===== config.mk =====
export PLATFORM = sky130hd
export DESIGN_NAME = bbce_exec
export DESIGN_NICKNAME = d
export VERILOG_FILES = /design/src/bbce_pkg.sv /design/src/bbce_exec.sv
export SDC_FILE = /design/constraint.sdc
export NUM_CORES = 1
export LEC_CHECK = 0
export BUFFER_PORTS_ARGS = -buffer_cell sky130_fd_sc_hd__buf_2
export CAP_MARGIN = 0
export CORE_MARGIN = 5
export CORE_UTILIZATION = 57
export CTS_CLUSTER_DIAMETER = 50
export DETAILED_ROUTE_END_ITERATION = 10
export PLACE_DENSITY = 0.83
export SYNTH_ARGS = -nofsm -noshare
export SYNTH_HDL_FRONTEND = slang
export SYNTH_SLANG_ARGS = --single-unit
export TNS_END_PERCENT = 5

===== constraint.sdc =====
create_clock -name ref_clk -period 7.2 [get_ports ref_clk]
set_input_delay 1.44 -clock ref_clk [delete_from_list [all_inputs] [get_ports ref_clk]]
set_output_delay 1.44 -clock ref_clk [all_outputs]
set_load 0.05 [all_outputs]

===== src/bbce_pkg.sv =====
// constants, types and helpers of the bit/branch/call/clear execution block
`default_nettype none
package bbce_pkg;

    // ****************************************
    // register map (byte addresses)
    // ****************************************
    localparam logic [5:0] OFS_CTRL   = 6'h00;
    localparam logic [5:0] OFS_STATUS = 6'h04;
    localparam logic [5:0] OFS_SRC    = 6'h08;
    localparam logic [5:0] OFS_DST    = 6'h0c;
    localparam logic [5:0] OFS_RESULT = 6'h10;
    localparam logic [5:0] OFS_STREG  = 6'h14;
    localparam logic [5:0] OFS_PC     = 6'h18;
    localparam logic [5:0] OFS_SP     = 6'h1c;
    localparam logic [5:0] OFS_TOS    = 6'h20;

    // ****************************************
    // field positions
    // ****************************************
    localparam int CTL_OP_LSB  = 0;
    localparam int CTL_OP_MSB  = 2;
    localparam int CTL_BYTE    = 3;
    localparam int ST_BUSY     = 0;
    localparam int ST_DONE     = 1;
    localparam int SR_C        = 0;
    localparam int SR_Z        = 1;
    localparam int SR_N        = 2;
    localparam int SR_GIE      = 3;
    localparam int SR_CORE_OFF = 4;
    localparam int SR_OSC_OFF  = 5;
    localparam int SR_V        = 8;
    localparam int BYTE_MSB    = 7;
    localparam int WORD_MSB    = 15;

    // ****************************************
    // values
    // ****************************************
    localparam logic [15:0] REG_RST    = 16'h0000;
    localparam logic [15:0] CARRY_MASK = 16'h0001;
    localparam logic [15:0] NEG_MASK   = 16'h0004;
    localparam logic [15:0] STACK_STEP = 16'h0002;
    localparam logic [15:0] WORD_MASK  = 16'hffff;
    localparam logic [15:0] BYTE_MASK  = 16'h00ff;
    localparam logic [11:0] CTL_PAD    = 12'h000;
    localparam logic [13:0] STAT_PAD   = 14'h0000;

    typedef enum logic [2:0] {
        clear_bits_op       = 3'h0,
        set_bits_op         = 3'h1,
        test_bits_op        = 3'h2,
        branch_op           = 3'h3,
        call_op             = 3'h4,
        zero_destination_op = 3'h5,
        clear_carry_op      = 3'h6,
        clear_negative_op   = 3'h7
    } bbce_op_e;

    // gray along idle -> eval -> push -> load -> idle
    typedef enum logic [1:0] {
        ST_IDLE = 2'b00,
        ST_EVAL = 2'b01,
        ST_PUSH = 2'b11,
        ST_LOAD = 2'b10
    } bbce_state_e;

    function automatic logic [15:0] size_mask(input logic is_byte);
        return is_byte ? BYTE_MASK : WORD_MASK;
    endfunction

    function automatic logic [15:0] be_merge(input logic [15:0] old_v,
                                             input logic [31:0] wd,
                                             input logic [3:0]  be);
        return {be[1] ? wd[15:8] : old_v[15:8], be[0] ? wd[7:0] : old_v[7:0]};
    endfunction

    function automatic logic [31:0] ext32(input logic [15:0] v);
        return {REG_RST, v};
    endfunction

endpackage
`default_nettype wire


===== src/bbce_exec.sv =====
// execution unit for bit clear/set/test, branch, call and clear instructions
//
// What this block does
// - clear-bits writes NOT source AND destination; source is untouched.
// - set-bits writes source OR destination; source is untouched.
// - clear-bits, set-bits, zero, branch and call keep N, Z, C, V.
// - bit test ANDs operands for flags only; nothing is written.
// - bit test: N is result MSB, Z if zero, C is not Z, V cleared.
// - these bit and flag operations keep oscillator, core-off and interrupt bits.
// - branch loads the program counter with the source, any 16-bit address.
// - branch is word only; the byte flag has no effect.
// - call latches target, drops stack pointer by 2, pushes PC, loads target.
// - call pushes the following instruction address; word only.
// - zero-destination writes zero in word or byte size.
// - clear-carry clears only carry by masking the status register.
// - clear-negative clears only negative by masking the status register.
// - clear, set, test and zero have 8-bit forms besides 16-bit ones.
`timescale 1ns/1ns
`default_nettype none
module bbce_exec (
    input  wire logic        ref_clk,
    input  wire logic        rst,
    input  wire logic [5:0]  avs_address,
    input  wire logic        avs_read,
    input  wire logic        avs_write,
    input  wire logic [31:0] avs_writedata,
    input  wire logic [3:0]  avs_byteenable,
    output var  logic [31:0] avs_readdata,
    output var  logic        avs_waitrequest,
    output var  logic        busy,
    output var  logic        dst_we,
    output var  logic [15:0] dst_wdata,
    output var  logic        push_we,
    output var  logic [15:0] push_addr,
    output var  logic [15:0] push_data
);

    // ****************************************
    // bus slave
    // ****************************************
    logic        wait_ff;
    logic        nxt_wait;
    logic [31:0] rdata_ff;
    logic [31:0] nxt_rdata;
    logic [31:0] rd_mux;
    logic        req;
    logic        take;
    logic        wr_take;

    logic [2:0]  op_raw;
    bbce_pkg::bbce_op_e    op_ff;
    bbce_pkg::bbce_op_e    nxt_op;
    bbce_pkg::bbce_state_e state_ff;
    bbce_pkg::bbce_state_e nxt_state;
    logic        byte_ff;
    logic        nxt_byte;
    logic        done_ff;
    logic        nxt_done;
    logic        busy_ff;
    logic        nxt_busy;
    logic [15:0] src_ff;
    logic [15:0] nxt_src;
    logic [15:0] dst_ff;
    logic [15:0] nxt_dst;
    logic [15:0] res_ff;
    logic [15:0] nxt_res;
    logic [15:0] sr_ff;
    logic [15:0] nxt_sr;
    logic [15:0] pc_ff;
    logic [15:0] nxt_pc;
    logic [15:0] sp_ff;
    logic [15:0] nxt_sp;
    logic [15:0] tmp_ff;
    logic [15:0] nxt_tmp;
    logic [15:0] tos_ff;
    logic [15:0] nxt_tos;
    logic        dwe_ff;
    logic        nxt_dwe;
    logic        pwe_ff;
    logic        nxt_pwe;
    logic [15:0] paddr_ff;
    logic [15:0] nxt_paddr;
    logic [15:0] pdata_ff;
    logic [15:0] nxt_pdata;
    logic [15:0] msk;
    logic [15:0] tst;
    logic        in_eval;

    assign req     = avs_read | avs_write;
    assign take    = req & ~wait_ff;
    assign wr_take = take & avs_write;
    assign msk     = bbce_pkg::size_mask(byte_ff);
    assign tst     = src_ff & dst_ff & msk;
    assign in_eval = (state_ff == bbce_pkg::ST_EVAL);
    assign op_raw  = avs_writedata[bbce_pkg::CTL_OP_MSB:bbce_pkg::CTL_OP_LSB];

    always_comb begin
        case (avs_address)
            bbce_pkg::OFS_CTRL:   rd_mux = bbce_pkg::ext32({bbce_pkg::CTL_PAD, byte_ff, op_ff});
            bbce_pkg::OFS_STATUS: rd_mux = bbce_pkg::ext32({bbce_pkg::STAT_PAD, done_ff, busy_ff});
            bbce_pkg::OFS_SRC:    rd_mux = bbce_pkg::ext32(src_ff);
            bbce_pkg::OFS_DST:    rd_mux = bbce_pkg::ext32(dst_ff);
            bbce_pkg::OFS_RESULT: rd_mux = bbce_pkg::ext32(res_ff);
            bbce_pkg::OFS_STREG:  rd_mux = bbce_pkg::ext32(sr_ff);
            bbce_pkg::OFS_PC:     rd_mux = bbce_pkg::ext32(pc_ff);
            bbce_pkg::OFS_SP:     rd_mux = bbce_pkg::ext32(sp_ff);
            bbce_pkg::OFS_TOS:    rd_mux = bbce_pkg::ext32(tos_ff);
            default:              rd_mux = bbce_pkg::ext32(bbce_pkg::REG_RST);
        endcase
    end

    // one wait cycle per access, then a one-cycle release
    always_comb begin
        nxt_wait  = 1'b1;
        nxt_rdata = rdata_ff;
        if (req && wait_ff) begin
            nxt_wait = 1'b0;
            if (avs_read) begin
                nxt_rdata = rd_mux;
            end
        end
    end

    always_ff @(posedge ref_clk or posedge rst) begin
        if (rst) begin
            wait_ff  <= 1'b1;
            rdata_ff <= bbce_pkg::ext32(bbce_pkg::REG_RST);
        end else begin
            wait_ff  <= nxt_wait;
            rdata_ff <= nxt_rdata;
        end
    end

    // ****************************************
    // datapath and sequencer
    // ****************************************
    always_comb begin
        nxt_op    = op_ff;
        nxt_byte  = byte_ff;
        nxt_state = state_ff;
        nxt_done  = done_ff;
        nxt_src   = src_ff;
        nxt_dst   = dst_ff;
        nxt_res   = res_ff;
        nxt_sr    = sr_ff;
        nxt_pc    = pc_ff;
        nxt_sp    = sp_ff;
        nxt_tmp   = tmp_ff;
        nxt_tos   = tos_ff;
        nxt_dwe   = 1'b0;
        nxt_pwe   = 1'b0;
        nxt_paddr = paddr_ff;
        nxt_pdata = pdata_ff;
        // operand writes are refused while an operation runs
        if (wr_take) begin
            case (avs_address)
                bbce_pkg::OFS_CTRL: begin
                    if (state_ff == bbce_pkg::ST_IDLE && avs_byteenable[0]) begin
                        nxt_op    = bbce_pkg::bbce_op_e'(op_raw);
                        nxt_byte  = avs_writedata[bbce_pkg::CTL_BYTE];
                        nxt_state = bbce_pkg::ST_EVAL;
                    end
                end
                bbce_pkg::OFS_STATUS: begin
                    if (avs_byteenable[0] && avs_writedata[bbce_pkg::ST_DONE]) begin
                        nxt_done = 1'b0;
                    end
                end
                bbce_pkg::OFS_SRC: begin
                    if (state_ff == bbce_pkg::ST_IDLE) begin
                        nxt_src = bbce_pkg::be_merge(src_ff, avs_writedata, avs_byteenable);
                    end
                end
                bbce_pkg::OFS_DST: begin
                    if (state_ff == bbce_pkg::ST_IDLE) begin
                        nxt_dst = bbce_pkg::be_merge(dst_ff, avs_writedata, avs_byteenable);
                    end
                end
                bbce_pkg::OFS_STREG: begin
                    if (state_ff == bbce_pkg::ST_IDLE) begin
                        nxt_sr = bbce_pkg::be_merge(sr_ff, avs_writedata, avs_byteenable);
                    end
                end
                bbce_pkg::OFS_PC: begin
                    if (state_ff == bbce_pkg::ST_IDLE) begin
                        nxt_pc = bbce_pkg::be_merge(pc_ff, avs_writedata, avs_byteenable);
                    end
                end
                bbce_pkg::OFS_SP: begin
                    if (state_ff == bbce_pkg::ST_IDLE) begin
                        nxt_sp = bbce_pkg::be_merge(sp_ff, avs_writedata, avs_byteenable);
                    end
                end
                default: begin
                end
            endcase
        end
        // completion is applied after a software clear, so a finish wins
        case (state_ff)
            bbce_pkg::ST_IDLE: begin
            end
            bbce_pkg::ST_EVAL: begin
                nxt_state = bbce_pkg::ST_IDLE;
                nxt_done  = 1'b1;
                case (op_ff)
                    bbce_pkg::clear_bits_op: begin
                        nxt_res = ~src_ff & dst_ff & msk;
                        nxt_dwe = 1'b1;
                    end
                    bbce_pkg::set_bits_op: begin
                        nxt_res = (src_ff | dst_ff) & msk;
                        nxt_dwe = 1'b1;
                    end
                    bbce_pkg::test_bits_op: begin
                        // only the four flags move; mode bits stay
                        nxt_sr[bbce_pkg::SR_N] = byte_ff ? tst[bbce_pkg::BYTE_MSB]
                                                         : tst[bbce_pkg::WORD_MSB];
                        nxt_sr[bbce_pkg::SR_Z] = (tst == bbce_pkg::REG_RST);
                        nxt_sr[bbce_pkg::SR_C] = (tst != bbce_pkg::REG_RST);
                        nxt_sr[bbce_pkg::SR_V] = 1'b0;
                    end
                    bbce_pkg::branch_op: begin
                        nxt_pc = src_ff;
                    end
                    bbce_pkg::call_op: begin
                        nxt_tmp   = dst_ff;
                        nxt_state = bbce_pkg::ST_PUSH;
                        nxt_done  = done_ff;
                    end
                    bbce_pkg::zero_destination_op: begin
                        nxt_res = bbce_pkg::REG_RST;
                        nxt_dwe = 1'b1;
                    end
                    bbce_pkg::clear_carry_op: begin
                        nxt_sr = sr_ff & ~bbce_pkg::CARRY_MASK;
                    end
                    bbce_pkg::clear_negative_op: begin
                        nxt_sr = sr_ff & ~bbce_pkg::NEG_MASK;
                    end
                    default: begin
                    end
                endcase
            end
            bbce_pkg::ST_PUSH: begin
                // pc already holds the address after the call
                nxt_sp    = sp_ff - bbce_pkg::STACK_STEP;
                nxt_paddr = sp_ff - bbce_pkg::STACK_STEP;
                nxt_pdata = pc_ff;
                nxt_tos   = pc_ff;
                nxt_pwe   = 1'b1;
                nxt_state = bbce_pkg::ST_LOAD;
            end
            bbce_pkg::ST_LOAD: begin
                nxt_pc    = tmp_ff;
                nxt_done  = 1'b1;
                nxt_state = bbce_pkg::ST_IDLE;
            end
            default: begin
                nxt_state = bbce_pkg::ST_IDLE;
            end
        endcase
        nxt_busy = (nxt_state != bbce_pkg::ST_IDLE);
    end

    always_ff @(posedge ref_clk or posedge rst) begin
        if (rst) begin
            op_ff    <= bbce_pkg::clear_bits_op;
            byte_ff  <= 1'b0;
            state_ff <= bbce_pkg::ST_IDLE;
            done_ff  <= 1'b0;
            busy_ff  <= 1'b0;
            src_ff   <= bbce_pkg::REG_RST;
            dst_ff   <= bbce_pkg::REG_RST;
            res_ff   <= bbce_pkg::REG_RST;
            sr_ff    <= bbce_pkg::REG_RST;
            pc_ff    <= bbce_pkg::REG_RST;
            sp_ff    <= bbce_pkg::REG_RST;
            tmp_ff   <= bbce_pkg::REG_RST;
            tos_ff   <= bbce_pkg::REG_RST;
            dwe_ff   <= 1'b0;
            pwe_ff   <= 1'b0;
            paddr_ff <= bbce_pkg::REG_RST;
            pdata_ff <= bbce_pkg::REG_RST;
        end else begin
            op_ff    <= nxt_op;
            byte_ff  <= nxt_byte;
            state_ff <= nxt_state;
            done_ff  <= nxt_done;
            busy_ff  <= nxt_busy;
            src_ff   <= nxt_src;
            dst_ff   <= nxt_dst;
            res_ff   <= nxt_res;
            sr_ff    <= nxt_sr;
            pc_ff    <= nxt_pc;
            sp_ff    <= nxt_sp;
            tmp_ff   <= nxt_tmp;
            tos_ff   <= nxt_tos;
            dwe_ff   <= nxt_dwe;
            pwe_ff   <= nxt_pwe;
            paddr_ff <= nxt_paddr;
            pdata_ff <= nxt_pdata;
        end
    end

    assign avs_readdata    = rdata_ff;
    assign avs_waitrequest = wait_ff;
    assign busy            = busy_ff;
    assign dst_we          = dwe_ff;
    assign dst_wdata       = res_ff;
    assign push_we         = pwe_ff;
    assign push_addr       = paddr_ff;
    assign push_data       = pdata_ff;
endmodule // bbce_exec
`default_nettype wire


== Word-level counts from Yosys, hierarchy flattened ==
Cells that the tools add are included.

* Input bits: 46
* Output and inout port bits: 84
* Logic and storage cells: 131
* Flip-flop bits (word level): 187

* Eq/ne operators: 22
* Muxes and demuxes: 41
* $add $sub $neg: 1
* Reduce and logical (&&, ||, !) cells: 32
* Bitwise gates (word level): 11

{| class="wikitable"
|+ Operator list
! kind !! number
|-
| $mux 16 || 13
|-
| $pmux 16 s9 || 1
|-
| $and 16x16->16 || 5
|-
| $mux 8 || 6
|-
| $pmux 16 s3 || 1
|-
| $pmux 16 s2 || 1
|-
| $reduce_and 4->1 || 7
|-
| $eq 6x5->1 const B || 4
|-
| $logic_not 16->1 || 1
|-
| $not 16->16 || 1
|-
| $or 16x16->16 || 1
|-
| $reduce_bool 16->1 || 1
|-
| $sub 16x2->16 const B || 1
|-
| $eq 3x3->1 const B || 4
|-
| $eq 6x4->1 const B || 2
|-
| $reduce_bool 2->1 || 6
|-
| $reduce_bool 3->1 || 4
|-
| $mux 1 || 9
|-
| $pmux 3 s3 || 1
|-
| $mux 2 || 4
|-
| $ne 2x2->1 const B || 4
|-
| $reduce_and 2->1 || 4
|-
| $mux 7 || 1
|-
| $eq 3x2->1 const B || 2
|-
| other kinds (18) || 23
|}

== Longest topological paths before layout ==
* Depth after elaboration: 7
* Depth in mapped cells: 8
* Depth with buffers taken out: 7

== Least setup slack after synthesis ==
No wires, ideal clock.

* Path type: in2reg
* Start point: input avs_address[4]
* End point: register rdata_ff[10] (netlist: avs_readdata[10])
* Setup time: 82 ps
* Arrival time: 2990 ps
* Data required time: 7118 ps
* Setup slack: 4128 ps
* Stages: 6
* Buffers on the path: 2
* Path through: buf_4 -> or3_1 -> nor4b_2 -> clkbuf_1 -> a221oi_1 -> a31oi_1

* Longest elaborated chain between the ends: 2
* Elaborated cells on any way between the ends: 10
* Classes of those cells: eq/ne: 8; mux: 1; reduce/logical: 1

{| class="wikitable"
|+ RTL lines
! item !! RTL line !! text
|-
| start: declaration || bbce_exec.sv:23 || <nowiki>input wire logic [5:0] avs_address,</nowiki>
|-
| $eq 6x6->1 (tied with other cells) || bbce_exec.sv:98 || <nowiki>case (avs_address)</nowiki>
|-
| $pmux 16 s9 (*) || bbce_exec.sv:98 ||
|-
| end signal: assignment || bbce_exec.sv:127 || <nowiki>rdata_ff <= bbce_pkg::ext32(bbce_pkg::REG_RST);</nowiki>
|-
| end signal: assignment || bbce_exec.sv:130 || <nowiki>rdata_ff <= nxt_rdata;</nowiki>
|-
| end: declaration || bbce_exec.sv:43 || <nowiki>logic [31:0] rdata_ff;</nowiki>
|}

Every way passes the cells marked *; elsewhere a longest branch is shown, timed or not.
A chain may end at the register's enable or synchronous reset.

== Final worst setup path ==
* Start point: input avs_address[4]
* End point: register sr_ff[11]

* Longest elaborated chain between the ends: 5

{| class="wikitable"
|+ RTL lines
! item !! RTL line !! text
|-
| $eq 6x5->1 (*) || bbce_exec.sv:156 || <nowiki>case (avs_address)</nowiki>
|-
| $mux 16 (*) || bbce_exec.sv:156 ||
|-
| $mux 16 (*) || bbce_exec.sv:155 || <nowiki>if (wr_take) begin</nowiki>
|-
| $mux 7 || bbce_exec.sv:205 || <nowiki>case (op_ff)</nowiki>
|-
| $mux 16 (*) || bbce_exec.sv:199 || <nowiki>case (state_ff)</nowiki>
|-
| end signal: assignment || bbce_exec.sv:275 || <nowiki>sr_ff <= bbce_pkg::REG_RST;</nowiki>
|-
| end signal: assignment || bbce_exec.sv:293 || <nowiki>sr_ff <= nxt_sr;</nowiki>
|-
| end: declaration || bbce_exec.sv:67 || <nowiki>logic [15:0] sr_ff;</nowiki>
|}

Every way passes the cells marked *; elsewhere a longest branch is shown, timed or not. The select of a mux whose other input is x is not followed.

==> results.md <==
* Main synth FF type: dfrtp_1
* Total CTS buffers at 17
* TritonCTS Sinks at 171
* DRT Wirelength at 24200 um
* Cts hold-fix bufs at 0
* Number of synthesized flops with an enable pin at 0
* Avg Cell Area, Syn at 11.0 sq um
* DR vias/cell at 6.65
* Initial antenna violation count at 0
* Worst setup SP type: input port
* Post-synthesis mux area share at 15.7%
* Setup WS post-layout at 3.63 ns
* Combinational family with the most area after synthesis: compound AO/OA/AOI/OAI gates
* Comb power frac at 28.9%
* Worst Skew at 0.00682 ns
* Tot GR Track Use at 27.4%
* Setup TNS at 0 ns
* Average wire per standard cell at 23.0 um
* Dpl ws at 3.28 ns
* HPWL Detailed at 16500 um
* Relative slew margins at 20.2%
* Switch share at 38.0%
* Worst path cell trace: buf_2 -> or4b_1 -> nor2_2 -> nand4_2 -> mux2_2
* Setup Viol. Count Final at 0
* Post-Synth Adder-Cell Area at 0.880%
* CP max-delay cell: or4b_1
* Max Cap Viol at 0
* Synth Area in XOR/XNOR at 1.23%
* Die ar. at 17500 sq um
* CTS tree: done
* Core area at 14600 sq um
* Simple-Gate Fraction of Synth Area at 11.4%
* TritonRoute pass-1 iters at 6
* Top cell type's share of synthesized area at 49.8%
* Initial Util at 58.5%
* Largest net degree at the start of global routing at 105
* H-tree Lvls at 4
* Setup Crit Path Kind: input port to flop
* Final #Nets at 907
* Cell row count at 44
* Clock Power Share at 31.3%
* IO Pins at 130
* Clk_lat worst skew at 0.44 ns
* Synthesis warning total at 0
* Seq/Total Area, Yosys at 50.1%
* Top cells by area, synth: dfrtp_1 (50%), mux2_2 (11%), mux2i_1 (4.3%), nand2_1 (2.8%), a21oi_1 (2.5%)
* NetSw at 1.16 mW
* Fin crit period at 3.57 ns
* Final core utilization at 66.4%
* Port buffer count at 95
* Diode count at 0
* Cell with the most instances after synthesis: dfrtp_1
* Vias post-DR at 6988
* Cell taking the most area after synthesis: dfrtp_1
* Outcome: finished, final reports clean
* Hold crit path type: flop to flop
* Yosys reg bits at 171
* 1st-iter DRT viols at 1048
* Final period util at 49.6%
* Die Span Y at 132 um
* R2r setup slk at 4.42 ns
* Final Max Tran Viols at 0
* Vias in the first global route at 6812
* Crit-path max FO at 14
* Cell Int Power at 1.90 mW
* Peak VDD IR at 0.193 mV
* Sequential power share at 39.8%
* Clock root buffer: clkbuf_16
* LEAKAGE at 4.32 nW
* Max clock buf depth at 2
* Area Overhead vs Synth at 13.6%
* Post-CTS setup buffer count at 0
* Global-route wire length before repair at 38000 um
* Crit path largest cell delay at 0.67 ns
* F_max at 280 MHz
* DRC violations left at 0
* Synth Instances at 779
* Compound-Gate Fraction of Synth Area at 16.6%
* Worst path bufs/invs at 1
* RSZ-0062 raised after global routing: false
* CP endpoint kind: flop
* Async S/R FF share, synth at 100%
* Pwr/cell area at 316 nW/um^2
* GP Congestion at 0.903
* Slew @ Worst Pin at 1.20 ns
* Layout cell share with drive strength beyond 1 at 28.1%
* Post-Syn Area at 8540 sq um
* Global route overflow at 0
* Cell variety after synth at 66
* Worst Path Required at 7.52 ns
* Top post-synthesis cells by count: dfrtp_1 (170), mux2_2 (86), nand2_1 (63)
* DRT antenna net count at 0
* Die Wd at 132 um
* Clock transition at path regs at 0.06 ns
* PostCTS Resize Cnt at 0
* Crit path arrival time at 3.89 ns
* Crit-path leading delay family: simple AND/OR/NAND/NOR gates
* Hold Violations, Final at 0
-- cell type report --
class | count | area (sq um)
flip-flops and latches | 171 | 4280
multi-input cells | 551 | 3980
clock buffers | 21 | 480
well taps | 184 | 230
fillers | 1122 | 4890
repair buffers | 104 | 543
inverters | 10 | 42.5
clock inverters | 10 | 138
-- kinds of logic (layout without fill, tap and decap cells) --
kind of cell               after synthesis  after routing
AOI/OAI and AO/OA                      206            206
xor gates and xnor gates                12             12
adders and majority gates                6              6
buffers and inverters                   72            145
DFF                                    171            171
muxes                                  123            123
other                                    1             16
and+or+nand+nor                        188            188
-- power by group through the flow --
| stage | Sequential (mW) | Combinational (mW) | Clock (mW) |
|---|---|---|---|
| after floorplan | 1.40 | 0.454 | 0 |
| after global placement | 1.22 | 0.861 | 0 |
| after detailed placement | 1.23 | 0.875 | 0 |
| after CTS | 1.21 | 0.880 | 0.962 |
| after global routing | 1.23 | 0.941 | 1.00 |
| final | 1.22 | 0.884 | 0.959 |
-- through the flow --
step	hold slack (ns)	cell area, sq um	total power [mW]	std cells
CTS	0.503	9690	3.06	1051
finish	0.501	9690	3.06	1051
detailed placement	0.488	9080	2.11	1020
global route	0.523	9690	3.18	1051
floorplan	0.449	8590	1.85	794
global placement	0.471	9080	2.09	1020
-- state kept, by name (all words and copies together), names as in the netlist, 2 cells and up --
register,count
avs_readdata,16
dst_ff,16
dst_wdata,16
op_ff,3
pc_ff,16
push_addr,16
push_data,16
sp_ff,16
sr_ff,16
src_ff,16
state_ff,2
tmp_ff,16
-- tightest hold or removal path, cell delays in order, from the launching register on --
cell     delay (ns)
dfrtp_1        0.35
nand2_1        0.05
o21ai_0        0.06
-- cell usage in the layout (no fill, tap or decap), types with 4 or more instances in the layout --
| cell | count |
|---|---|
| o22a_1 | 5 |
| a21oi_1 | 43 |
| a31oi_1 | 21 |
| nand2b_1 | 6 |
| a222oi_1 | 13 |
| clkbuf_8 | 4 |
| a22o_1 | 20 |
| or3_1 | 4 |
| nor3_1 | 12 |
| mux2_2 | 86 |
| a22oi_1 | 21 |
| ha_1 | 5 |
| inv_1 | 8 |
| nand3_1 | 15 |
| conb_1 | 16 |
| nor2b_1 | 4 |
| o21ai_0 | 43 |
| a221oi_1 | 14 |
| buf_2 | 95 |
| dfrtp_1 | 170 |
| mux2i_1 | 37 |
| xnor2_1 | 9 |
| clkbuf_16 | 17 |
| nor3_2 | 6 |
| nor2_1 | 44 |
| nand2_1 | 63 |
| buf_4 | 9 |
-- worst paths after layout --
check / start / endpoint / depth (start not counted)
worst max-delay path: avs_address[4] / sr_ff[11]$_DFFE_PP0P_ / 5
worst min-delay path: push_addr[2]$_DFFE_PP0P_ / push_addr[2]$_DFFE_PP0P_ / 2
worst max register to register: avs_waitrequest$_DFF_PP1_ / avs_readdata[14]$_DFFE_PP0P_ / 4
worst min register to register: push_addr[2]$_DFFE_PP0P_ / push_addr[2]$_DFFE_PP0P_ / 2
max in group asynchronous: rst / dst_wdata[1]$_DFFE_PP0P_ / 3
min in group asynchronous: rst / done_ff$_DFFE_PP0P_ / 2
-- layer usage --
metal  vias up  GRT usage, %  share of wire, %
met5         -             0                 0
met4         0          9.73               2.8
met3        63          6.53                11
met2       417          42.3                47
met1      3475          38.0                40
li1       3033             -                 -
No activity file was read; power rests on OpenSTA's default activity.
